### config.mk
export PLATFORM = sky130hd
export DESIGN_NAME = bp_port_bank
export DESIGN_NICKNAME = d
export VERILOG_FILES = /design/src/rtl/bp_pkg.sv /design/src/rtl/bp_sync_if.sv /design/src/rtl/bp_sync.sv /design/src/rtl/bp_port_bank.sv
export SDC_FILE = /design/constraint.sdc
export NUM_CORES = 1
export LEC_CHECK = 0
export BUFFER_PORTS_ARGS = -buffer_cell sky130_fd_sc_hd__clkbuf_2
export CAP_MARGIN = 20
export CORE_ASPECT_RATIO = 1.5
export CORE_UTILIZATION = 48
export CTS_CLUSTER_SIZE = 20
export DETAILED_ROUTE_END_ITERATION = 10
export PLACE_DENSITY = 0.84
export SLEW_MARGIN = 20
export SYNTH_ARGS = -nofsm -noshare
export SYNTH_HDL_FRONTEND = slang
export SYNTH_SLANG_ARGS = --single-unit
export TNS_END_PERCENT = 30
### constraint.sdc
create_clock -name clk_i -period 1.4 [get_ports clk_i]
set_clock_uncertainty 0.05 [all_clocks]
set_input_delay 0.14 -clock clk_i [delete_from_list [all_inputs] [get_ports clk_i]]
set_output_delay 0.14 -clock clk_i [all_outputs]
set_load 0.005 [all_outputs]
### src/rtl/bp_pkg.sv
// package: register map, reset values and field layout of the io port bank
package bp_pkg;
   localparam int unsigned BP_WIDTH     = 8;
   localparam int unsigned BP_ADDR_W    = 4;
   // register indices on the plain register port
   localparam logic [3:0] BP_OFS_PIN_LEVEL  = 4'h0;
   localparam logic [3:0] BP_OFS_DIRECTION  = 4'h1;
   localparam logic [3:0] BP_OFS_LATCH      = 4'h2;
   localparam logic [3:0] BP_OFS_ANALOG     = 4'h3;
   localparam logic [3:0] BP_OFS_PULLUP     = 4'h4;
   localparam logic [3:0] BP_OFS_OPEN_DRAIN = 4'h5;
   localparam logic [3:0] BP_OFS_SLEW       = 4'h6;
   localparam logic [3:0] BP_OFS_THRESHOLD  = 4'h7;
   // reset values
   localparam logic [7:0] BP_RST_DIRECTION  = 8'hFF;
   localparam logic [7:0] BP_RST_LATCH      = 8'h00;
   localparam logic [7:0] BP_RST_ANALOG     = 8'hFF;
   localparam logic [7:0] BP_RST_PULLUP     = 8'h00;
   localparam logic [7:0] BP_RST_OPEN_DRAIN = 8'h00;
   localparam logic [7:0] BP_RST_SLEW       = 8'hFF;
   localparam logic [7:0] BP_RST_THRESHOLD  = 8'hFF;
   localparam logic [7:0] BP_RD_UNMAPPED    = 8'h00;
   // per-pin output source select
   typedef enum logic [1:0] {
      BP_SRC_LATCH = 2'b00,
      BP_SRC_PERIPH = 2'b01,
      BP_SRC_ANALOG = 2'b11
   } bp_src_t;
endpackage : bp_pkg

### src/rtl/bp_sync_if.sv
// interface: synchroniser carrying raw pin levels into the clock domain
`timescale 1ns/1ns
interface bp_sync_if #(parameter int unsigned WIDTH = 8);
   logic [WIDTH-1:0] raw;
   logic [WIDTH-1:0] synced;
   modport owner (output raw, input synced);
   modport sync  (input raw, output synced);
endinterface : bp_sync_if

### src/rtl/bp_sync.sv
// module: two-stage synchroniser for the pin inputs
`timescale 1ns/1ns
module bp_sync #(
   parameter int unsigned WIDTH = 8
) (
   // clock and reset
   input  wire logic clk_i,
   input  wire logic rst_b_i,
   // pins
   bp_sync_if.sync   port
);
   logic [WIDTH-1:0] meta_reg;
   logic [WIDTH-1:0] meta_next;
   logic [WIDTH-1:0] sync_reg;
   logic [WIDTH-1:0] sync_next;

   always_comb begin
      meta_next = port.raw;
      sync_next = meta_reg;
   end

   // first stage feeds only the second
   always_ff @(posedge clk_i or negedge rst_b_i) begin
      if (!rst_b_i) begin
         meta_reg <= '0;
         sync_reg <= '0;
      end else begin
         meta_reg <= meta_next;
         sync_reg <= sync_next;
      end
   end

   assign port.synced = sync_reg;
endmodule : bp_sync

### src/rtl/bp_port_bank.sv
// module: eight-pin bidirectional general purpose io port bank
//
// How it works
// - eight pins; direction 1 disables driver, 0 drives the output latch
// - pin-level read returns sampled pins; write goes into output latch
// - latch write equals pin-level write; latch read returns latch contents
// - latch holds the most recent write through either register
// - port writes store the written byte whole into the latch; pins are not read
// - analog-selected pins read as zero in every digital read
// - analog select does not touch digital output driving
// - analog select bits reset to analog mode
// - enabled analog output overrides all digital drive, pin released
// - after reset the output source is the latch
// - enabled peripheral takes the drive; pin level stays readable
// - per-pin open-drain: pull low only, release for high
// - serial-bus peripheral makes its pins open-drain by itself
// - per-pin slew-limit bit passed to the pad
// - per-pin threshold select applies to reads and change detection
// - per-pin weak pull-up enable bit
// - pull-up forced off while the pin is an output
`timescale 1ns/1ns
module bp_port_bank
   import bp_pkg::*;
#(
   parameter int unsigned WIDTH = BP_WIDTH
) (
   // clock and reset
   input  wire logic                 clk_i,
   input  wire logic                 rst_b_i,
   // register port
   input  wire logic [BP_ADDR_W-1:0] addr_i,
   input  wire logic [7:0]           wdata_i,
   input  wire logic                 wr_i,
   input  wire logic                 rd_i,
   output logic      [7:0]           rdata_o,
   // pad inputs: schmitt and ttl receivers
   input  wire logic [WIDTH-1:0]     pad_st_i,
   input  wire logic [WIDTH-1:0]     pad_ttl_i,
   // peripheral and analog output sources
   input  wire logic [WIDTH-1:0]     periph_en_i,
   input  wire logic [WIDTH-1:0]     periph_out_i,
   input  wire logic [WIDTH-1:0]     periph_od_i,
   input  wire logic [WIDTH-1:0]     analog_out_en_i,
   // pad controls
   output logic      [WIDTH-1:0]     pad_out_o,
   output logic      [WIDTH-1:0]     pad_oe_b_o,
   output logic      [WIDTH-1:0]     pad_pullup_o,
   output logic      [WIDTH-1:0]     pad_slew_o,
   output logic      [WIDTH-1:0]     pad_ibuf_en_o,
   // synchronised digital levels for change detection
   output logic      [WIDTH-1:0]     pin_level_o
);
   // ********************************************************
   // input path
   // ********************************************************
   logic [WIDTH-1:0] thr_reg;
   logic [WIDTH-1:0] ana_reg;
   bp_sync_if #(.WIDTH(WIDTH)) sync_bus ();

   // threshold chosen before sync so reads and change detection agree
   assign sync_bus.raw = (thr_reg & pad_st_i) | (~thr_reg & pad_ttl_i);

   bp_sync #(.WIDTH(WIDTH)) u_sync (
      .clk_i   (clk_i),
      .rst_b_i (rst_b_i),
      .port    (sync_bus)
   );

   logic [WIDTH-1:0] level_dig;
   assign level_dig = sync_bus.synced & ~ana_reg;

   // ********************************************************
   // register file
   // ********************************************************
   logic [WIDTH-1:0] dir_reg,  dir_next;
   logic [WIDTH-1:0] lat_reg,  lat_next;
   logic [WIDTH-1:0] ana_next;
   logic [WIDTH-1:0] wpu_reg,  wpu_next;
   logic [WIDTH-1:0] odc_reg,  odc_next;
   logic [WIDTH-1:0] slr_reg,  slr_next;
   logic [WIDTH-1:0] thr_next;
   logic [7:0]       rdata_reg, rdata_next;

   always_comb begin
      dir_next   = dir_reg;
      lat_next   = lat_reg;
      ana_next   = ana_reg;
      wpu_next   = wpu_reg;
      odc_next   = odc_reg;
      slr_next   = slr_reg;
      thr_next   = thr_reg;
      rdata_next = BP_RD_UNMAPPED;
      if (wr_i) begin
         // byte write replaces every bit: read-modify-write merge is whole-word
         if (addr_i == BP_OFS_PIN_LEVEL || addr_i == BP_OFS_LATCH) begin
            lat_next = WIDTH'(wdata_i);
         end else if (addr_i == BP_OFS_DIRECTION) begin
            dir_next = WIDTH'(wdata_i);
         end else if (addr_i == BP_OFS_ANALOG) begin
            ana_next = WIDTH'(wdata_i);
         end else if (addr_i == BP_OFS_PULLUP) begin
            wpu_next = WIDTH'(wdata_i);
         end else if (addr_i == BP_OFS_OPEN_DRAIN) begin
            odc_next = WIDTH'(wdata_i);
         end else if (addr_i == BP_OFS_SLEW) begin
            slr_next = WIDTH'(wdata_i);
         end else if (addr_i == BP_OFS_THRESHOLD) begin
            thr_next = WIDTH'(wdata_i);
         end
      end
      if (rd_i) begin
         if (addr_i == BP_OFS_PIN_LEVEL) begin
            rdata_next = 8'(level_dig);
         end else if (addr_i == BP_OFS_LATCH) begin
            rdata_next = 8'(lat_reg);
         end else if (addr_i == BP_OFS_DIRECTION) begin
            rdata_next = 8'(dir_reg);
         end else if (addr_i == BP_OFS_ANALOG) begin
            rdata_next = 8'(ana_reg);
         end else if (addr_i == BP_OFS_PULLUP) begin
            rdata_next = 8'(wpu_reg);
         end else if (addr_i == BP_OFS_OPEN_DRAIN) begin
            rdata_next = 8'(odc_reg);
         end else if (addr_i == BP_OFS_SLEW) begin
            rdata_next = 8'(slr_reg);
         end else if (addr_i == BP_OFS_THRESHOLD) begin
            rdata_next = 8'(thr_reg);
         end
      end
   end

   always_ff @(posedge clk_i or negedge rst_b_i) begin
      if (!rst_b_i) begin
         dir_reg   <= BP_RST_DIRECTION[WIDTH-1:0];
         lat_reg   <= BP_RST_LATCH[WIDTH-1:0];
         ana_reg   <= BP_RST_ANALOG[WIDTH-1:0];
         wpu_reg   <= BP_RST_PULLUP[WIDTH-1:0];
         odc_reg   <= BP_RST_OPEN_DRAIN[WIDTH-1:0];
         slr_reg   <= BP_RST_SLEW[WIDTH-1:0];
         thr_reg   <= BP_RST_THRESHOLD[WIDTH-1:0];
         rdata_reg <= BP_RD_UNMAPPED;
      end else begin
         dir_reg   <= dir_next;
         lat_reg   <= lat_next;
         ana_reg   <= ana_next;
         wpu_reg   <= wpu_next;
         odc_reg   <= odc_next;
         slr_reg   <= slr_next;
         thr_reg   <= thr_next;
         rdata_reg <= rdata_next;
      end
   end

   // ********************************************************
   // output drive, per pin
   // ********************************************************
   logic [WIDTH-1:0] out_next, oe_b_next, pu_next, ibuf_next;
   logic [WIDTH-1:0] out_reg,  oe_b_reg,  pu_reg,  slew_reg, ibuf_reg, lvl_reg;

   genvar gi;
   generate
      for (gi = 0; gi < WIDTH; gi++) begin : g_pin
         bp_src_t src;
         logic    val;
         logic    od;
         logic    drive;
         always_comb begin
            if (analog_out_en_i[gi]) begin
               src = BP_SRC_ANALOG;
            end else if (periph_en_i[gi]) begin
               src = BP_SRC_PERIPH;
            end else begin
               src = BP_SRC_LATCH;
            end
            val   = 1'b0;
            od    = odc_reg[gi];
            drive = 1'b0;
            case (src)
               BP_SRC_LATCH: begin
                  val   = lat_reg[gi];
                  drive = ~dir_reg[gi];
               end
               BP_SRC_PERIPH: begin
                  val   = periph_out_i[gi];
                  od    = odc_reg[gi] | periph_od_i[gi];
                  drive = ~dir_reg[gi];
               end
               default: begin
                  drive = 1'b0;
               end
            endcase
            // open drain drives only lows, releases for high
            out_next[gi]  = val & ~od;
            oe_b_next[gi] = ~(drive & ~(od & val));
            pu_next[gi]   = wpu_reg[gi] & dir_reg[gi];
            ibuf_next[gi] = ~ana_reg[gi];
         end
      end
   endgenerate

   always_ff @(posedge clk_i or negedge rst_b_i) begin
      if (!rst_b_i) begin
         out_reg  <= '0;
         oe_b_reg <= '1;
         pu_reg   <= '0;
         slew_reg <= BP_RST_SLEW[WIDTH-1:0];
         ibuf_reg <= '0;
         lvl_reg  <= '0;
      end else begin
         out_reg  <= out_next;
         oe_b_reg <= oe_b_next;
         pu_reg   <= pu_next;
         slew_reg <= slr_reg;
         ibuf_reg <= ibuf_next;
         lvl_reg  <= level_dig;
      end
   end

   assign rdata_o       = rdata_reg;
   assign pad_out_o     = out_reg;
   assign pad_oe_b_o    = oe_b_reg;
   assign pad_pullup_o  = pu_reg;
   assign pad_slew_o    = slew_reg;
   assign pad_ibuf_en_o = ibuf_reg;
   assign pin_level_o   = lvl_reg;

   // ********************************************************
   // assertions
   // ********************************************************
   a_latch_write: assert property (@(posedge clk_i) disable iff (!rst_b_i)
      wr_i && (addr_i == BP_OFS_PIN_LEVEL || addr_i == BP_OFS_LATCH)
      |=> lat_reg == WIDTH'($past(wdata_i)))
      else $error("latch not updated by port write");
   a_latch_readback: assert property (@(posedge clk_i) disable iff (!rst_b_i)
      rd_i && addr_i == BP_OFS_LATCH |=> rdata_o == 8'($past(lat_reg)))
      else $error("latch read wrong");
   a_analog_reads_zero: assert property (@(posedge clk_i) disable iff (!rst_b_i)
      rd_i && addr_i == BP_OFS_PIN_LEVEL
      |=> (rdata_o & 8'($past(ana_reg))) == 8'h00)
      else $error("analog pin read nonzero");
   a_drive_latch: assert property (@(posedge clk_i) disable iff (!rst_b_i)
      !dir_reg[0] && !periph_en_i[0] && !analog_out_en_i[0] && !odc_reg[0]
      |=> !pad_oe_b_o[0] && pad_out_o[0] == $past(lat_reg[0]))
      else $error("pin 0 not driving latch");
   a_input_released: assert property (@(posedge clk_i) disable iff (!rst_b_i)
      dir_reg[1] |=> pad_oe_b_o[1])
      else $error("input pin driven");
   a_analog_out_wins: assert property (@(posedge clk_i) disable iff (!rst_b_i)
      analog_out_en_i != '0
      |=> (pad_oe_b_o & $past(analog_out_en_i)) == $past(analog_out_en_i))
      else $error("analog output not released");
   a_open_drain_high: assert property (@(posedge clk_i) disable iff (!rst_b_i)
      odc_reg[3] && lat_reg[3] && !periph_en_i[3] && !analog_out_en_i[3]
      |=> pad_oe_b_o[3])
      else $error("open drain drove high");
   a_serial_od: assert property (@(posedge clk_i) disable iff (!rst_b_i)
      periph_en_i[4] && periph_od_i[4] && periph_out_i[4] && !analog_out_en_i[4]
      |=> pad_oe_b_o[4])
      else $error("serial pin drove high");
   a_pullup_output: assert property (@(posedge clk_i) disable iff (!rst_b_i)
      !dir_reg[5] |=> !pad_pullup_o[5])
      else $error("pull-up on output pin");
   // both stages must have left reset, else the zeroed first stage looks like a short path
   a_sync_delay: assert property (@(posedge clk_i) disable iff (!rst_b_i)
      $past(rst_b_i, 2) && $past(rst_b_i)
      |-> sync_bus.synced == $past(sync_bus.raw, 2))
      else $error("synchroniser depth wrong");
   a_analog_digital_out: assert property (@(posedge clk_i) disable iff (!rst_b_i)
      ana_reg[6] && !dir_reg[6] && !periph_en_i[6] && !analog_out_en_i[6]
      && !odc_reg[6] |=> !pad_oe_b_o[6])
      else $error("analog select blocked output");

   c_port_write: cover property (@(posedge clk_i) wr_i && addr_i == BP_OFS_PIN_LEVEL);
   c_periph_drive: cover property (@(posedge clk_i) periph_en_i[0] && !dir_reg[0]);
   c_analog_out: cover property (@(posedge clk_i) analog_out_en_i != '0);
   c_pin_read: cover property (@(posedge clk_i) rd_i && addr_i == BP_OFS_PIN_LEVEL);
endmodule : bp_port_bank

==> out/metrics.cfg <==
[outcome]
status = complete, but fails checks
violations = setup timing

[synth]
synthArstFlopShare_pct = 100
postSynthRegisterBits = 128
post_synth_inst_count = 420
synth_largest_type_area_fraction_pct = 38.0
mean_syn_cell_area_um2 = 12.5
number_of_synthesized_flops_with_an_enable_pin = 0
mappedNetlistNets = 484
fraction_of_the_yosys_area_taken_by_sequential_cells_pct = 62.0
synthFlopType = sky130_fd_sc_hd__dfrtp_1
synthesis.area_um2 = 5260
synthDistinctLibCells = 33
post_synth_top_area_cell = sky130_fd_sc_hd__dfrtp_1
netlist_top_cells_area = sky130_fd_sc_hd__dfrtp_1, sky130_fd_sc_hd__dfstp_2, sky130_fd_sc_hd__mux2_2, sky130_fd_sc_hd__o21ai_0, sky130_fd_sc_hd__inv_1
synth_warnings = 0

[sta]
max_freq_mhz = 669
relSlewSlack_pct = 57.7
hold_viol = 0
final_min_period_over_clock_period_pct = 107
whs_ns = 0.0127
minimum_period_implied_by_the_final_worst_setup_slack_ns = 1.50
worst-slew-pin-transition_ns = 0.634
setup_slack_ns = -0.0950
report.final.setup_viol = 2
grt_setup_unrepaired = yes
final_max_slew_viol_count = 0

[clock_tree]
cts-buffers-inserted = 17
cts_htree_levels = 4
worst_setup_hold_path_clk_slew_ns = 0.05
clk_latency_worst_skew_pair_ns = 0.41
cts_sinks = 128
clock-root-buffer = sky130_fd_sc_hd__clkbuf_16
clock_tree_from_tritoncts = yes
cts.path.max_buffers = 2

[min_path]
min-delay-path-class = primary input to register

[global_routing]
grt_start_max_net_pins = 45
grt_pass1_vias = 4596
globalRoute.totalOverflow = 0
antenna_found_initial = 0
grt_util_all_layers_pct = 28.5
grt_first_pass_wirelength_um = 23600

[routing]
met2_wirelength_um = 8260
antenna_nets_post_route = 0
viasPerCell = 5.40
total_met3_wirelength_after_detailed_routing_um = 781
total_detailed_routing_wirelength_um = 15200
route.detailed.drc = 0
drt_first_iter_violations = 299
detailedRoute.firstPassIterationCount = 5
top_layer = met4
wl_met1_um = 5510
route.vias.total = 4411
drt-wirelength-per-cell_um = 18.6

[placement]
total_half_perimeter_wirelength_after_legalization_and_detailed_placement_um = 9720
place_area_um2 = 6560
place_congestion = 0.870
port_buffers = 119

[cells_and_area]
n_fill_cell = 652
antenna-diode-count = 0
finalInstanceArea_um2 = 7710
layout-drive-gt1-share_pct = 49.9
nNetsFinal = 724
synthToLayoutAreaGrowth_pct = 46.5

[floorplanning]
fp.dieH_um = 130
initial_core_util_pct = 49.4
core.rowCount = 46
die_area_um2 = 11400
die-width_um = 87.5
floorplan.core_area_um2 = 10600
design.portCount = 120

[worst_setup_path]
arrival_ns = 1.72
crit_chain = mux2_2 -> a22o_1 -> a22oi_1 -> a2111oi_2
path_max_fanout = 2
startpoint_type_of_the_worst_setup_path = register
required_worst_endpoint_ns = 1.62
setup.worst_path.end_class = register
critPathBufInv = 0
critical-path-max-stage-delay_ns = 0.53
critical-path-top-delay-family = compound AO/OA/AOI/OAI gates
crit_path_top_delay_cell = sky130_fd_sc_hd__dfstp_2
worstSetupPathType = register to register

[run]
max_cap_violations = 0

[pwr]
p_per_area_nw_per_um2 = 1510
cellLeakagePower_uw = 0.00369
peak_supply_drop_uv = 969

-- area by class of cell --
class / instances / area [um^2] / share of cell area [%]
Sequential cell: 128 / 3260 / 42.3
Tap cell: 144 / 180 / 2.34
Multi-Input combinational cell: 239 / 1860 / 24.1
Clock inverter: 11 / 139 / 1.80
Clock buffer: 21 / 440 / 5.72
Timing Repair Buffer: 237 / 1690 / 21.9
Inverter: 37 / 139 / 1.80
-- cells in the final DEF, fill, tap and decap left out, drive strengths merged --
| cell type | n |
|---|---|
| nor4bb | 1 |
| nor2 | 19 |
| nor3 | 11 |
| buf | 68 |
| o21ai | 36 |
| dlygate4sd3 | 51 |
| or2 | 1 |
| dfrtp | 80 |
| mux2 | 58 |
| a2111oi | 7 |
| inv | 38 |
| clkbuf | 139 |
| nor2b | 8 |
| a21oi | 12 |
| clkinvlp | 2 |
| nor4b | 1 |
| bufinv | 3 |
| a22o | 7 |
| or4b | 1 |
| nor3b | 1 |
| a311oi | 6 |
| o41a | 1 |
| dfstp | 48 |
| nand3b | 1 |
| a31oi | 6 |
| or3 | 3 |
| nand2 | 24 |
| clkinv | 5 |
| nand2b | 2 |
| a22oi | 8 |
| and2 | 9 |
| a2bb2oi | 7 |
| mux2i | 9 |
-- path summary, 6_finish.rpt --
path	startpoint	endpoint	slack, ns	depth (start not counted)
worst min register to register	u_sync.meta_reg[5]	u_sync.port.synced[5]	0.30	0
worst min-delay path	wdata_i[5]	ana_reg[5]	0.01	3
max in group asynchronous	rst_b_i	slr_reg[3]	0.58	3
min in group asynchronous	rst_b_i	pad_ibuf_en_o[5]	0.14	2
worst max register to register	thr_reg[4]	rdata_o[4]	-0.1	4
worst max-delay path	thr_reg[4]	rdata_o[4]	-0.1	4
-- tightest hold or removal path, stage by stage --
cell,delay (ns)
sky130_fd_sc_hd__clkbuf_2,0.15
sky130_fd_sc_hd__nand2_1,0.08
sky130_fd_sc_hd__o21ai_0,0.09
-- repair_timing --
item	4_1_cts	5_1_grt
hold endpoints to repair	118	0
hold buffers	51	0
setup buffers	0	0
gates resized for setup	13	6
pin swaps	5	3
setup endpoints to repair	7	8
-- logic make-up after synthesis --
| family | synth area share [%] |
|---|---|
| compound gates | 11.1 |
| buf+inv | 4.19 |
| flops | 62.0 |
| mux | 14.7 |
| simple gates | 7.97 |
-- synthesized netlist by cell type (all sizes together), types with 5 or more instances --
library cell and instances:
dfrtp 80, mux2 58, dfstp 48, inv 37
o21ai 36, nand2 24, nor2 19, a21oi 12
buf 11, nor3 11, and2 9, mux2i 9
a22oi 8, nor2b 8, a2111oi 7, a22o 7
a2bb2oi 7, a311oi 6, a31oi 6, clkbuf 5
-- per-stage QoR --
step                      power [uW]  setup slack (ns)  setup TNS (ns)  cells  utilization [%]
final                          11700           -0.0950          -0.166    817             72.4
after global routing           12200            -0.104          -0.354    817             72.4
after CTS                      11600           -0.0549         -0.0830    817             72.1
after detailed placement        7110            -0.354          -11.10    735             61.6
after global placement          6990            -0.344           -9.22    735             61.6
after floorplan                 5950           -0.0548          -0.367    420                -
-- where the power goes --
group	switching, uW	leakage, uW	internal (uW)	total [uW]
combinational	1020	0.00191	1240	2260
clock	1560	0.000281	2780	4350
sequential	422	0.00150	4630	5060
-- per-layer routing --
layer | vias up | global-route usage [%]
met5 | - | 0
met4 | 0 | 15.7
met3 | 58 | 5.82
met2 | 209 | 50.7
met1 | 2190 | 31.4
li1 | 1954 | -
(Power assumes the default switching activity.)
